File: config.mk
export PLATFORM = sky130hd
export DESIGN_NAME = stm_timer
export DESIGN_NICKNAME = d
export VERILOG_FILES = /design/src/hw/stm_pkg.sv /design/src/hw/stm_presc_if.sv /design/src/hw/stm_prescaler.sv /design/src/hw/stm_timer.sv
export SDC_FILE = /design/constraint.sdc
export NUM_CORES = 1
export LEC_CHECK = 0
export BUFFER_PORTS_ARGS = -buffer_cell sky130_fd_sc_hd__buf_2
export CORE_AREA = 4 4 82 84
export CTS_BUF_LIST = sky130_fd_sc_hd__clkbuf_4 sky130_fd_sc_hd__clkbuf_8
export CTS_CLUSTER_DIAMETER = 40
export DETAILED_ROUTE_END_ITERATION = 16
export DIE_AREA = 0 0 86 88
export PLACE_DENSITY_LB_ADDON = 0.15
export RECOVER_POWER = 50
export SLEW_MARGIN = 25
export SYNTH_ARGS = -nofsm -noshare
export SYNTH_HDL_FRONTEND = slang
export SYNTH_HIERARCHICAL = 1
export SYNTH_SLANG_ARGS = --single-unit
File: constraint.sdc
create_clock -name clk -period 4 [get_ports clk]
set_input_delay 0.6 -clock clk [delete_from_list [all_inputs] [get_ports clk]]
set_output_delay 0.6 -clock clk [all_outputs]
set_load 0.005 [all_outputs]
File: src/hw/stm_pkg.sv
package stm_pkg;
   // register offsets inside the register file page
   localparam logic [7:0] OFF_CNT_HIGH = 8'hf0;
   localparam logic [7:0] OFF_CNT_LOW  = 8'hf1;
   localparam logic [7:0] OFF_PRESC    = 8'hf2;
   localparam logic [7:0] OFF_CTRL     = 8'hf3;

   // values after reset
   localparam logic [15:0] RST_COUNT = 16'hffff;
   localparam logic [7:0]  RST_PRESC = 8'hff;
   localparam logic [7:0]  RST_CTRL  = 8'h14;
   // synchroniser idle levels: interrupt pin low, event pin and reference high
   localparam logic [2:0]  RST_SYNC  = 3'b011;

   // control register field positions
   localparam int CTL_RUN    = 7;
   localparam int CTL_SINGLE = 6;
   localparam int CTL_INM_HI = 5;
   localparam int CTL_INM_LO = 4;
   localparam int CTL_INPUT_SECTION_ENABLE   = 3;
   localparam int CTL_INTSEL = 2;
   localparam int CTL_OUT_HI = 1;
   localparam int CTL_OUT_LO = 0;

   // internal clock divider ahead of the prescaler
   localparam int          INT_DIV     = 4;
   localparam logic [1:0]  INT_DIV_TOP = 2'h3;

   typedef enum logic [1:0] {
      STM_IN_EVENT   = 2'b00,
      STM_IN_GATED   = 2'b01,
      STM_IN_TRIG    = 2'b10,
      STM_IN_RETRIG  = 2'b11
   } stm_in_mode_t;
endpackage : stm_pkg

File: src/hw/stm_presc_if.sv
`timescale 1ns/1ps
`default_nettype none
interface stm_presc_if;
   logic       tick;     // one input clock period of the prescaler
   logic       restart;  // clear the internal count
   logic [7:0] divValue; // programmed prescaler value, the divide ratio minus one
   logic       done;     // one full division period completed

   modport timer (output tick, output restart, output divValue, input done);
   modport presc (input tick, input restart, input divValue, output done);
endinterface : stm_presc_if
`default_nettype wire

File: src/hw/stm_prescaler.sv
`timescale 1ns/1ps
`default_nettype none
module stm_prescaler (
   input  wire logic  clk,
   input  wire logic  rst_n,
   stm_presc_if.presc p
);
   logic [7:0] count_q;
   logic       done_q;

   // counts ticks up to the live value, so a new value acts at once
   always_ff @(posedge clk or negedge rst_n) begin
      if (!rst_n) begin
         count_q <= 8'h00;
      end else if (p.restart) begin
         count_q <= 8'h00;
      end else if (p.tick) begin
         // divide by value plus one
         if (count_q >= p.divValue) begin
            count_q <= 8'h00;
         end else begin
            count_q <= count_q + 8'h01;
         end
      end
   end

   // one pulse per completed period
   always_ff @(posedge clk or negedge rst_n) begin
      if (!rst_n) begin
         done_q <= 1'b0;
      end else begin
         done_q <= p.tick && !p.restart && (count_q >= p.divValue);
      end
   end

   assign p.done = done_q;
endmodule : stm_prescaler
`default_nettype wire

File: src/hw/stm_timer.sv
// How it works
// counter high byte register holds bits 15:8, resets to all ones
// counter low byte register holds bits 7:0, resets to all ones
// counter byte writes set reload constant; reads return live count
// prescaler register reads back the programmed value, not internal count
// prescaler divides by value plus one; zero means no division
// control register resets with only input enable and interrupt select set; code resets it to 14h, setting input mode bit 4 and interrupt select
// control bit 7 starts counting when 1, stops when 0
// control bit 6 picks continuous (0) or single (1) mode
// bits 5:4 pick event, gated, triggerable or retriggerable input mode
// bit 3 enables input section; software keeps it 0 without inputs
// bit 2 low routes timer interrupt, high routes external interrupt pin
// bits 1:0 pick no output, square wave, or pwm output
// end of count when the counter underflows at zero; interrupt per end
// single mode stops, reloads, clears run; continuous reloads and continues
// input disabled counts internal clock over four, ignores mode and pin
// square wave toggles at each end; pwm copies low mode bit
// counter decrements once per completed prescaler period while counting
// with no output mode the output pin is held high
`timescale 1ns/1ps
`default_nettype none
module stm_timer #(
   parameter logic USE_OSC_REF = 1'b0 // event source is the reference clock
) (
   input  wire logic       clk,
   input  wire logic       rst_n,
   input  wire logic [7:0] regAddr,
   input  wire logic       regWrite,
   input  wire logic [7:0] regWdata,
   output logic      [7:0] regRdata,
   input  wire logic       timerInputPin,
   input  wire logic       oscillatorReferenceClock,
   input  wire logic       extIntPin,
   output logic            timerOutputPin,
   output logic            intChannel
);
   // refuse an unknown source select at elaboration
   if (USE_OSC_REF !== 1'b0 && USE_OSC_REF !== 1'b1) begin : g_bad_src
      $error("USE_OSC_REF must be 0 or 1");
   end

   stm_presc_if pif ();

   logic [15:0] count_q;
   logic [15:0] reload_q;
   logic        pending_q;
   logic [7:0]  presc_q;
   logic [7:0]  ctrl_q;
   logic        armed_q;
   logic [1:0]  div_q;
   logic [2:0]  sync1_q;
   logic [2:0]  sync2_q;
   logic        srcPrev_q;
   logic        out_q;
   logic        int_q;
   logic [7:0]  rdata_q;

   // input synchronisers reset to idle level, so no false edge or pulse
   logic [2:0] rawIn;
   assign rawIn = {extIntPin, oscillatorReferenceClock, timerInputPin};
   for (genvar i = 0; i < 3; i++) begin : g_sync
      always_ff @(posedge clk or negedge rst_n) begin
         if (!rst_n) begin
            sync1_q[i] <= stm_pkg::RST_SYNC[i];
            sync2_q[i] <= stm_pkg::RST_SYNC[i];
         end else begin
            sync1_q[i] <= rawIn[i];
            sync2_q[i] <= sync1_q[i];
         end
      end
   end

   logic srcLevel;
   logic srcFall;
   logic extLevel;
   assign srcLevel = USE_OSC_REF ? sync2_q[1] : sync2_q[0];
   assign extLevel = sync2_q[2];
   assign srcFall  = srcPrev_q && !srcLevel;

   always_ff @(posedge clk or negedge rst_n) begin
      if (!rst_n) begin
         srcPrev_q <= 1'b1;
      end else begin
         srcPrev_q <= srcLevel;
      end
   end

   // register write decode
   logic wrHigh;
   logic wrLow;
   logic wrPresc;
   logic wrCtrl;
   assign wrHigh  = regWrite && (regAddr == stm_pkg::OFF_CNT_HIGH);
   assign wrLow   = regWrite && (regAddr == stm_pkg::OFF_CNT_LOW);
   assign wrPresc = regWrite && (regAddr == stm_pkg::OFF_PRESC);
   assign wrCtrl  = regWrite && (regAddr == stm_pkg::OFF_CTRL);

   logic                 runBit;
   logic                 inEnable;
   stm_pkg::stm_in_mode_t inMode;
   logic [1:0]           outMode;
   assign runBit   = ctrl_q[stm_pkg::CTL_RUN];
   assign inEnable = ctrl_q[stm_pkg::CTL_INPUT_SECTION_ENABLE];
   assign inMode   = stm_pkg::stm_in_mode_t'(ctrl_q[stm_pkg::CTL_INM_HI:stm_pkg::CTL_INM_LO]);
   assign outMode  = ctrl_q[stm_pkg::CTL_OUT_HI:stm_pkg::CTL_OUT_LO];

   // internal clock over four
   always_ff @(posedge clk or negedge rst_n) begin
      if (!rst_n) begin
         div_q <= 2'h0;
      end else begin
         div_q <= div_q + 2'h1;
      end
   end

   logic intTick;
   assign intTick = (div_q == stm_pkg::INT_DIV_TOP);

   // input mode selects what feeds the prescaler
   logic srcTick;
   logic retrigger;
   always_comb begin
      srcTick   = intTick;
      retrigger = 1'b0;
      // input section gate
      if (inEnable) begin
         // input mode select
         unique case (inMode)
            stm_pkg::STM_IN_EVENT:  srcTick = srcFall;
            stm_pkg::STM_IN_GATED:  srcTick = intTick && srcLevel;
            stm_pkg::STM_IN_TRIG:   srcTick = intTick && armed_q;
            stm_pkg::STM_IN_RETRIG: begin
               srcTick   = intTick;
               retrigger = runBit && srcFall;
            end
         endcase
      end
   end

   // triggerable mode waits for a falling edge after the run bit is set
   always_ff @(posedge clk or negedge rst_n) begin
      if (!rst_n) begin
         armed_q <= 1'b0;
      end else if (!runBit) begin
         armed_q <= 1'b0;
      end else if (srcFall) begin
         armed_q <= 1'b1;
      end
   end

   logic startEdge;
   logic eoc;
   assign startEdge = wrCtrl && regWdata[stm_pkg::CTL_RUN] && !runBit;
   // underflow on a period finished at zero
   assign eoc = pif.done && runBit && (count_q == 16'h0000);

   // prescaler fed only while running
   assign pif.tick     = runBit && srcTick;
   assign pif.restart  = startEdge || retrigger;
   assign pif.divValue = presc_q;

   stm_prescaler u_presc (
      .clk   (clk),
      .rst_n (rst_n),
      .p     (pif.presc)
   );

   // reload constant bytes
   always_ff @(posedge clk or negedge rst_n) begin
      if (!rst_n) begin
         reload_q <= stm_pkg::RST_COUNT;
      end else begin
         if (wrHigh) begin
            reload_q[15:8] <= regWdata;
         end
         if (wrLow) begin
            reload_q[7:0] <= regWdata;
         end
      end
   end

   // a constant written while stopped is taken at the next start
   always_ff @(posedge clk or negedge rst_n) begin
      if (!rst_n) begin
         pending_q <= 1'b0;
      end else if (wrHigh || wrLow) begin
         pending_q <= 1'b1;
      end else if (startEdge || eoc || retrigger) begin
         pending_q <= 1'b0;
      end
   end

   // reload at end, start with new constant, or retrigger
   always_ff @(posedge clk or negedge rst_n) begin
      if (!rst_n) begin
         count_q <= stm_pkg::RST_COUNT;
      end else if (eoc || retrigger || (startEdge && pending_q)) begin
         count_q <= reload_q;
      end else if (pif.done && runBit) begin
         // one step per prescaler period
         count_q <= count_q - 16'h0001;
      end
   end

   // prescaler value acts at once
   always_ff @(posedge clk or negedge rst_n) begin
      if (!rst_n) begin
         presc_q <= stm_pkg::RST_PRESC;
      end else if (wrPresc) begin
         presc_q <= regWdata;
      end
   end

   // control register; a software write beats the auto clear
   always_ff @(posedge clk or negedge rst_n) begin
      if (!rst_n) begin
         ctrl_q <= stm_pkg::RST_CTRL;
      end else if (wrCtrl) begin
         ctrl_q <= regWdata;
      end else if (eoc && ctrl_q[stm_pkg::CTL_SINGLE]) begin
         // single mode clears run
         ctrl_q[stm_pkg::CTL_RUN] <= 1'b0;
      end
   end

   // output pin
   always_ff @(posedge clk or negedge rst_n) begin
      if (!rst_n) begin
         out_q <= 1'b1;
      end else if (outMode == 2'b00) begin
         out_q <= 1'b1;
      end else if (eoc) begin
         out_q <= outMode[1] ? outMode[0] : !out_q;
      end
   end

   // shared interrupt channel source
   always_ff @(posedge clk or negedge rst_n) begin
      if (!rst_n) begin
         int_q <= 1'b0;
      end else if (ctrl_q[stm_pkg::CTL_INTSEL]) begin
         int_q <= extLevel;
      end else begin
         int_q <= eoc;
      end
   end

   // read mux, live count; unmapped reads zero
   always_ff @(posedge clk or negedge rst_n) begin
      if (!rst_n) begin
         rdata_q <= 8'h00;
      end else begin
         unique case (regAddr)
            stm_pkg::OFF_CNT_HIGH: rdata_q <= count_q[15:8];
            stm_pkg::OFF_CNT_LOW:  rdata_q <= count_q[7:0];
            stm_pkg::OFF_PRESC:    rdata_q <= presc_q;
            stm_pkg::OFF_CTRL:     rdata_q <= ctrl_q;
            default:               rdata_q <= 8'h00;
         endcase
      end
   end

   assign regRdata       = rdata_q;
   assign timerOutputPin = out_q;
   assign intChannel     = int_q;
endmodule : stm_timer
`default_nettype wire

==> results of run 1 <==
[routing by layer]
layer  GRT usage, %  routed length (µm)
met1           30.8                3600
met2           37.7                3840
met3           4.05                 477
met4           12.9                 298
met5              0                   0
[per-stage QoR]
step | hold WS [ns] | util (%)
floorplan | 0.304 | -
global placement | 0.332 | 69.0
detailed placement | 0.340 | 69.0
CTS | 0.336 | 72.4
global route | 0.332 | 72.3
finish | 0.343 | 72.3
[power by group through the flow]
stage          combinational, W  sequential (W)  clock [W]
6_report               0.000114        0.000827   0.000588
5_1_grt                0.000127        0.000831   0.000628
4_1_cts                0.000115        0.000827   0.000594
3_5_place_dp           0.000114        0.000840          0
3_3_place_gp           0.000110        0.000839          0
2_1_floorplan         0.0000736        0.000832          0
[cell usage after synthesis, types with 2 or more instances]
| cell | n |
|---|---|
| o21ai_0 | 12 |
| o311ai_2 | 2 |
| o31ai_1 | 2 |
| a31o_2 | 2 |
| o21a_1 | 2 |
| nand2_1 | 18 |
| buf_1 | 2 |
| nand4_1 | 2 |
| clkbuf_1 | 3 |
| nor3_1 | 3 |
| a31oi_1 | 2 |
| xor2_1 | 9 |
| nor2b_1 | 9 |
| buf_6 | 2 |
| dfstp_2 | 46 |
| o211ai_1 | 3 |
| or4_1 | 4 |
| xnor2_1 | 3 |
| dfrtp_1 | 30 |
| inv_1 | 19 |
| nor4_1 | 3 |
| nand2b_1 | 4 |
| nand3_1 | 14 |
| or2_2 | 4 |
| mux2_2 | 42 |
| or3_1 | 3 |
| nor3_2 | 2 |
| buf_2 | 2 |
| nor2_1 | 8 |
| a21oi_1 | 7 |
| nand2_4 | 2 |
| and2_1 | 2 |
| ha_1 | 15 |
| mux2_1 | 3 |
| mux4_2 | 8 |
[worst paths after layout]
| kind | end | slack [ns] | cells after the start | from |
|---|---|---|---|---|
| worst min-delay path | sync1_q[0] | 0.34 | 1 | timerInputPin |
| worst max register to register | count_q[0] | 1.51 | 5 | count_q[8] |
| max in group asynchronous | intChannel | 2.19 | 1 | rst_n |
| min in group asynchronous | u_presc/count_q[3] | 0.73 | 1 | rst_n |
| worst max-delay path | u_presc/count_q[1] | 1.41 | 9 | regAddr[3] |
| worst min register to register | extLevel | 0.36 | 0 | sync1_q[2] |
[cells by family after synthesis]
kind of cell             count (synthesis)  share of synthesized area [%]
AO/OA/AOI/OAI                           40                           7.49
flip-flops                              76                           50.3
multiplexers                            53                           17.6
adder cells (fa/ha/maj)                 15                           4.82
XOR/XNOR                                12                           2.70
AND/OR/NAND/NOR                         89                           13.9
buffers and inverters                   28                           3.15
[cell usage in the layout, fill, tap and decap left out, types with 4 or more instances in the layout]
cell type   instances
xor2_1              9
dfrtp_1            30
mux2_2             42
clkbuf_8            9
nand2_1            18
or4_1               4
o21ai_0            12
nand3_1            14
nor2_1              8
mux4_2              8
nor2b_1             9
nand2b_1            4
clkinvlp_4          4
a21oi_1             7
ha_1               15
buf_2              29
inv_1              19
or2_2               4
dfstp_2            45
[registers in the layout (all words and copies together), names as in the netlist]
| name | count |
|---|---|
| count_q | 16 |
| reload_q | 16 |
| ctrl_q | 8 |
| pif.divValue | 8 |
| regRdata | 8 |
| u_presc/count_q | 8 |
| div_q | 2 |
| sync1_q | 2 |
| armed_q | 1 |
| extLevel | 1 |
| intChannel | 1 |
| pending_q | 1 |
| srcLevel | 1 |
| srcPrev_q | 1 |
| timerOutputPin | 1 |
| u_presc/p.done | 1 |
[area by class of cell]
type | instances | area [µm²] | area share, %
multi-input combinational | 209 | 1810 | 42.3
timing repair buffer | 30 | 150 | 3.51
tap | 75 | 93.8 | 2.19
clock buffer | 10 | 131 | 3.07
sequential | 76 | 1960 | 45.8
inverter | 19 | 71.3 | 1.67
clock inverter | 6 | 65.1 | 1.52
[worst reg2reg max path, stage by stage (launching register included)]
cell      delay (ns)
dfstp_2         0.42
or4_1           0.68
nor4_2          0.32
nand2b_1        0.32
nand2_4         0.31
mux2_2          0.38
==> impl_metrics.ini, run 1 <==
[status]
status = finished with violations
failed_checks = capacitance limit, slew limit

[setup_path]
crit_buf_inv = 2
max_stage_delay_ns = 0.50
critical_path_peak_fanout = 8
cp_slowest_cell = o21ai_0
cp_top_family = compound AO/OA/AOI/OAI gates
critical_path_class = input port to register
crit_chain = buf_2 > nor4bb_1 > nand4_1 > o21ai_0 > inv_1 > o211ai_1 > a31oi_4 > and3_2 > a31o_2
crit_arrival_ns = 2.83
crit_required_ns = 4.24
startpoint_type = input port
endpoint_kind = register

[placement]
portBuffers = 30
gp_congestion = 0.790
placed_cells = 409
pre_cts_slack_ns = 1.19
hpwl_um = 5690
placed_area_um2 = 4090

[synthesis]
syn-cell-area_um2 = 3890
synth_fp_nets = 350
synth_ff_type = dfstp_2
synthCells = 313
yosys_warnings = 6
synthTopCellsByArea = dfstp_2 31%, dfrtp_1 19%, mux2_2 12%, ha_1 4.8%, mux4_2 4.6%
synth_top_area_share_pct = 31.1
syn_area_per_cell_um2 = 12.4
yosysSeqAreaShare_pct = 50.3
synth_seq_cells = 76
ys_types = 54
synth-edff-count = 0
yosysTopAreaCell = dfstp_2
synth_async_sr_flop_share_pct = 100

[power_and_ir_drop]
power_w = 0.00153
cellPowerDensity_nw_per_um2 = 357
combPwrFrac_pct = 7.5
p_sw_w = 0.000379
seqPwrFrac_pct = 54.1
p_leak_nw = 1.92
p_clk_share_pct = 38.4
switching_share_pct = 24.8
ir_drop_mv = 0.241
p_int_w = 0.00115

[layout]
finish.instance_area_um2 = 4280
drive_gt1_share_pct = 45.7
final_cells = 425
nets = 382
fillCellCount = 400
areaGrowthSynthToFinish_pct = 10.0
diodes = 0

[sta]
layout_setup_ws_ns = 1.41
max_freq_mhz = 387
hold_viol = 0
skew_ns = 0.00776
period_minus_slack_ns = 2.59
rsz0062_at_grt = no
max_slew_margin_pct = -20.9
worst-slew-pin-transition_ns = 1.81
finalCritPeriodShare_pct = 64.7
slew_violations = 77
fin_setup_tns_ns = 0
setup_viol = 0

[flow_run]
cap_violations = 1

[route]
drt-initial-drc-count = 252
drtPass1Iterations = 7
routedWlPerCell_um = 19.3
drt-vias-per-instance = 6.23
route.detailed.drc = 0
wirelength_um = 8210
antenna_left = 0
num_vias = 2646

[cts]
cts_resized = 0
ctsHoldBuffers = 0
clockBufferDepth = 2
cts_buffers = 9
clk_pin_slew_worst_paths_ns = 0.08
cts_root_buffer = clkbuf_8
post-cts-setup-buffer-count = 0
htree_levels = 3
clock_sinks = 76
cts_tree = built
worst_skew_pair.late_latency_ns = 0.35

[floorplanning]
rows = 28
dieArea_um2 = 7570
ios = 32
die_x_um = 86
dieHeight_um = 88
start_util_pct = 65.7
placeableCoreArea_um2 = 5920

[global_route]
grtUsageTotal_pct = 23.6
grt_max_degree = 77
first_global_vias = 2680
grt_overflow = 0
grt_antenna_before_repair = 0
grt_pass1_wl_um = 13400

[hold_path]
min-delay-path-class = input port to register
No activity file was read; power rests on OpenSTA's default activity.
==> run 2, diff against run 1 <==
--- a/config.mk
+++ b/config.mk
@@ -6,11 +6,11 @@
 export NUM_CORES = 1
 export LEC_CHECK = 0
 export BUFFER_PORTS_ARGS = -buffer_cell sky130_fd_sc_hd__buf_2
-export CORE_AREA = 4 4 82 84
+export CORE_AREA = 4 4 85 87
 export CTS_BUF_LIST = sky130_fd_sc_hd__clkbuf_4 sky130_fd_sc_hd__clkbuf_8
 export CTS_CLUSTER_DIAMETER = 40
 export DETAILED_ROUTE_END_ITERATION = 16
-export DIE_AREA = 0 0 86 88
+export DIE_AREA = 0 0 89 91
 export PLACE_DENSITY_LB_ADDON = 0.15
 export RECOVER_POWER = 50
 export SLEW_MARGIN = 25
==> constraint.sdc (replaced) <==
create_clock -name clk -period 2.7 [get_ports clk]
set_input_delay 0.405 -clock clk [delete_from_list [all_inputs] [get_ports clk]]
set_output_delay 0.405 -clock clk [all_outputs]
set_load 0.005 [all_outputs]
==> run 2 against run 1 <==
  * The run still ends with capacitance limit, slew limit left
  * Register-to-register slack worse by 1.2 ns
  * Die area up 7.0%
  * Critical endpoint is now u_presc/count_q[4]
  * Highest routed layer unchanged
  * Combinational power up 48%
  * Wire length down 5.7%
  * Critical path type is now register to register
==> impl_metrics.ini, run 2 (same netlist as run 1, synthesis figures left out) <==
[cts]
cts_resized = 0
cts_tree = built
clk_pin_slew_worst_paths_ns = 0.08
cts_buffers = 9
worst_skew_pair.late_latency_ns = 0.35
clock_sinks = 76
clockBufferDepth = 2
htree_levels = 3
post-cts-setup-buffer-count = 0
ctsHoldBuffers = 0
cts_root_buffer = clkbuf_8

[sta]
period_minus_slack_ns = 2.43
rsz0062_at_grt = no
max_slew_margin_pct = -18.9
setup_viol = 0
holdWs_ns = 0.144
worst-slew-pin-transition_ns = 1.78
max_freq_mhz = 412
finalCritPeriodShare_pct = 89.9
slew_violations = 77
fin_setup_tns_ns = 0
hold_viol = 0
skew_ns = 0.00959

[global_route]
grt_overflow = 0
first_global_vias = 2657
grtUsageTotal_pct = 21.3
grt_max_degree = 77
grt_antenna_before_repair = 0
grt_pass1_wl_um = 13000

[route]
wirelength_um = 7740
routedWlPerCell_um = 17.9
drt-vias-per-instance = 5.87
drtPass1Iterations = 4
drt-initial-drc-count = 136
antenna_left = 0
route.detailed.drc = 0
num_vias = 2543

[layout]
final_cell_mix = 45 x dfstp_2, 42 x mux2_2, 30 x dfrtp_1, 29 x buf_2, 19 x inv_1
areaGrowthSynthToFinish_pct = 11.3
diodes = 0
drive_gt1_share_pct = 46.6
final_cells = 433
fillCellCount = 479
nets = 388
final_common_cell = dfstp_2
top_regs = count_q x16, reload_q x16

[power_and_ir_drop]
cellPowerDensity_nw_per_um2 = 524
p_leak_nw = 1.96
power_w = 0.00227
ir_drop_mv = 0.404

[setup_path]
r2r-start = ctrl_q[4]
critical_path_class = register to register
ff2ff_path_depth = 11
crit_arrival_ns = 2.69
startpoint_type = register
r2r-end = u_presc/count_q[4]
critical_path_peak_fanout = 7
ff2ff_setup_slack_ns = 0.27
endpoint_kind = register
crit_required_ns = 2.97

[status]
status = finished with violations
failed_checks = capacitance limit, slew limit

[hold_path]
min_from = timerInputPin
hold_depth = 1
min-delay-path-class = input port to register
worstHoldEndpoint = sync1_q[0]

[floorplanning]
ios = 32
start_util_pct = 61.3
rows = 29
dieHeight_um = 91
dieArea_um2 = 8100
placeableCoreArea_um2 = 6350
die_x_um = 89

[flow_run]
cap_violations = 1

[placement]
placed_cells = 417
portBuffers = 30
hpwl_um = 5580
gp_congestion = 0.835
[run 2: power breakdown]
group / switching, W / internal [W] / total [W] / leakage, nW
registers: 0.0000317 / 0.00119 / 0.00123 / 0.884
clock network: 0.000416 / 0.000458 / 0.000875 / 0.101
logic: 0.0000918 / 0.0000771 / 0.000169 / 0.975
[run 2: how the worst max path moves through the flow]
| stage | slack, ns | from | end | depth (start not counted) |
|---|---|---|---|---|
| finish | 0.27 | ctrl_q[4] | u_presc/count_q[4] | 11 |
| detailed placement | 0.27 | count_q[4] | count_q[2] | 5 |
| CTS | 0.27 | count_q[4] | count_q[2] | 5 |
| floorplan | 0.48 | regAddr[3] | u_presc/count_q[1] | 8 |
| global placement | 0.32 | count_q[4] | count_q[1] | 5 |
| global route | 0.10 | ctrl_q[4] | u_presc/count_q[4] | 11 |
[run 2: layout make-up]
class | count | area [µm²] | area share [%]
clock buffer | 12 | 146 | 3.38
tap | 77 | 96.3 | 2.22
inverter | 19 | 71.3 | 1.65
sequential | 76 | 1960 | 45.2
clock inverter | 4 | 51.3 | 1.18
timing repair buffer | 36 | 195 | 4.51
multi-input combinational | 209 | 1810 | 41.8
[run 2: routing by layer]
| metal | up-vias | GRT usage [%] | wire length (µm) |
|---|---|---|---|
| li1 | 1210 | - | - |
| met2 | 47 | 33.3 | 3800 |
| met3 | 18 | 5.25 | 316 |
| met1 | 1268 | 28.2 | 3430 |
| met4 | 0 | 8.81 | 196 |
| met5 | - | 0 | 0 |
[run 2: stage by stage]
stage	utilization (%)	cell area, µm²	worst slack (ns)
after floorplan	-	3890	0.479
after global placement	65.1	4140	0.317
after detailed placement	65.1	4140	0.271
after CTS	68.2	4330	0.266
after global routing	68.2	4330	0.104
final	68.2	4330	0.272
[run 2: critical path, cell delays in order (launching register included)]
cell and delay, ns:
dfstp_2 0.56, inv_1 0.07, ha_1 0.20, mux2_2 0.27, a21oi_1 0.13, o21ai_0 0.08, nand3_1 0.08, nand2_1 0.19
nor2_1 0.46, and2_1 0.20, a31oi_1 0.04, o31ai_1 0.07
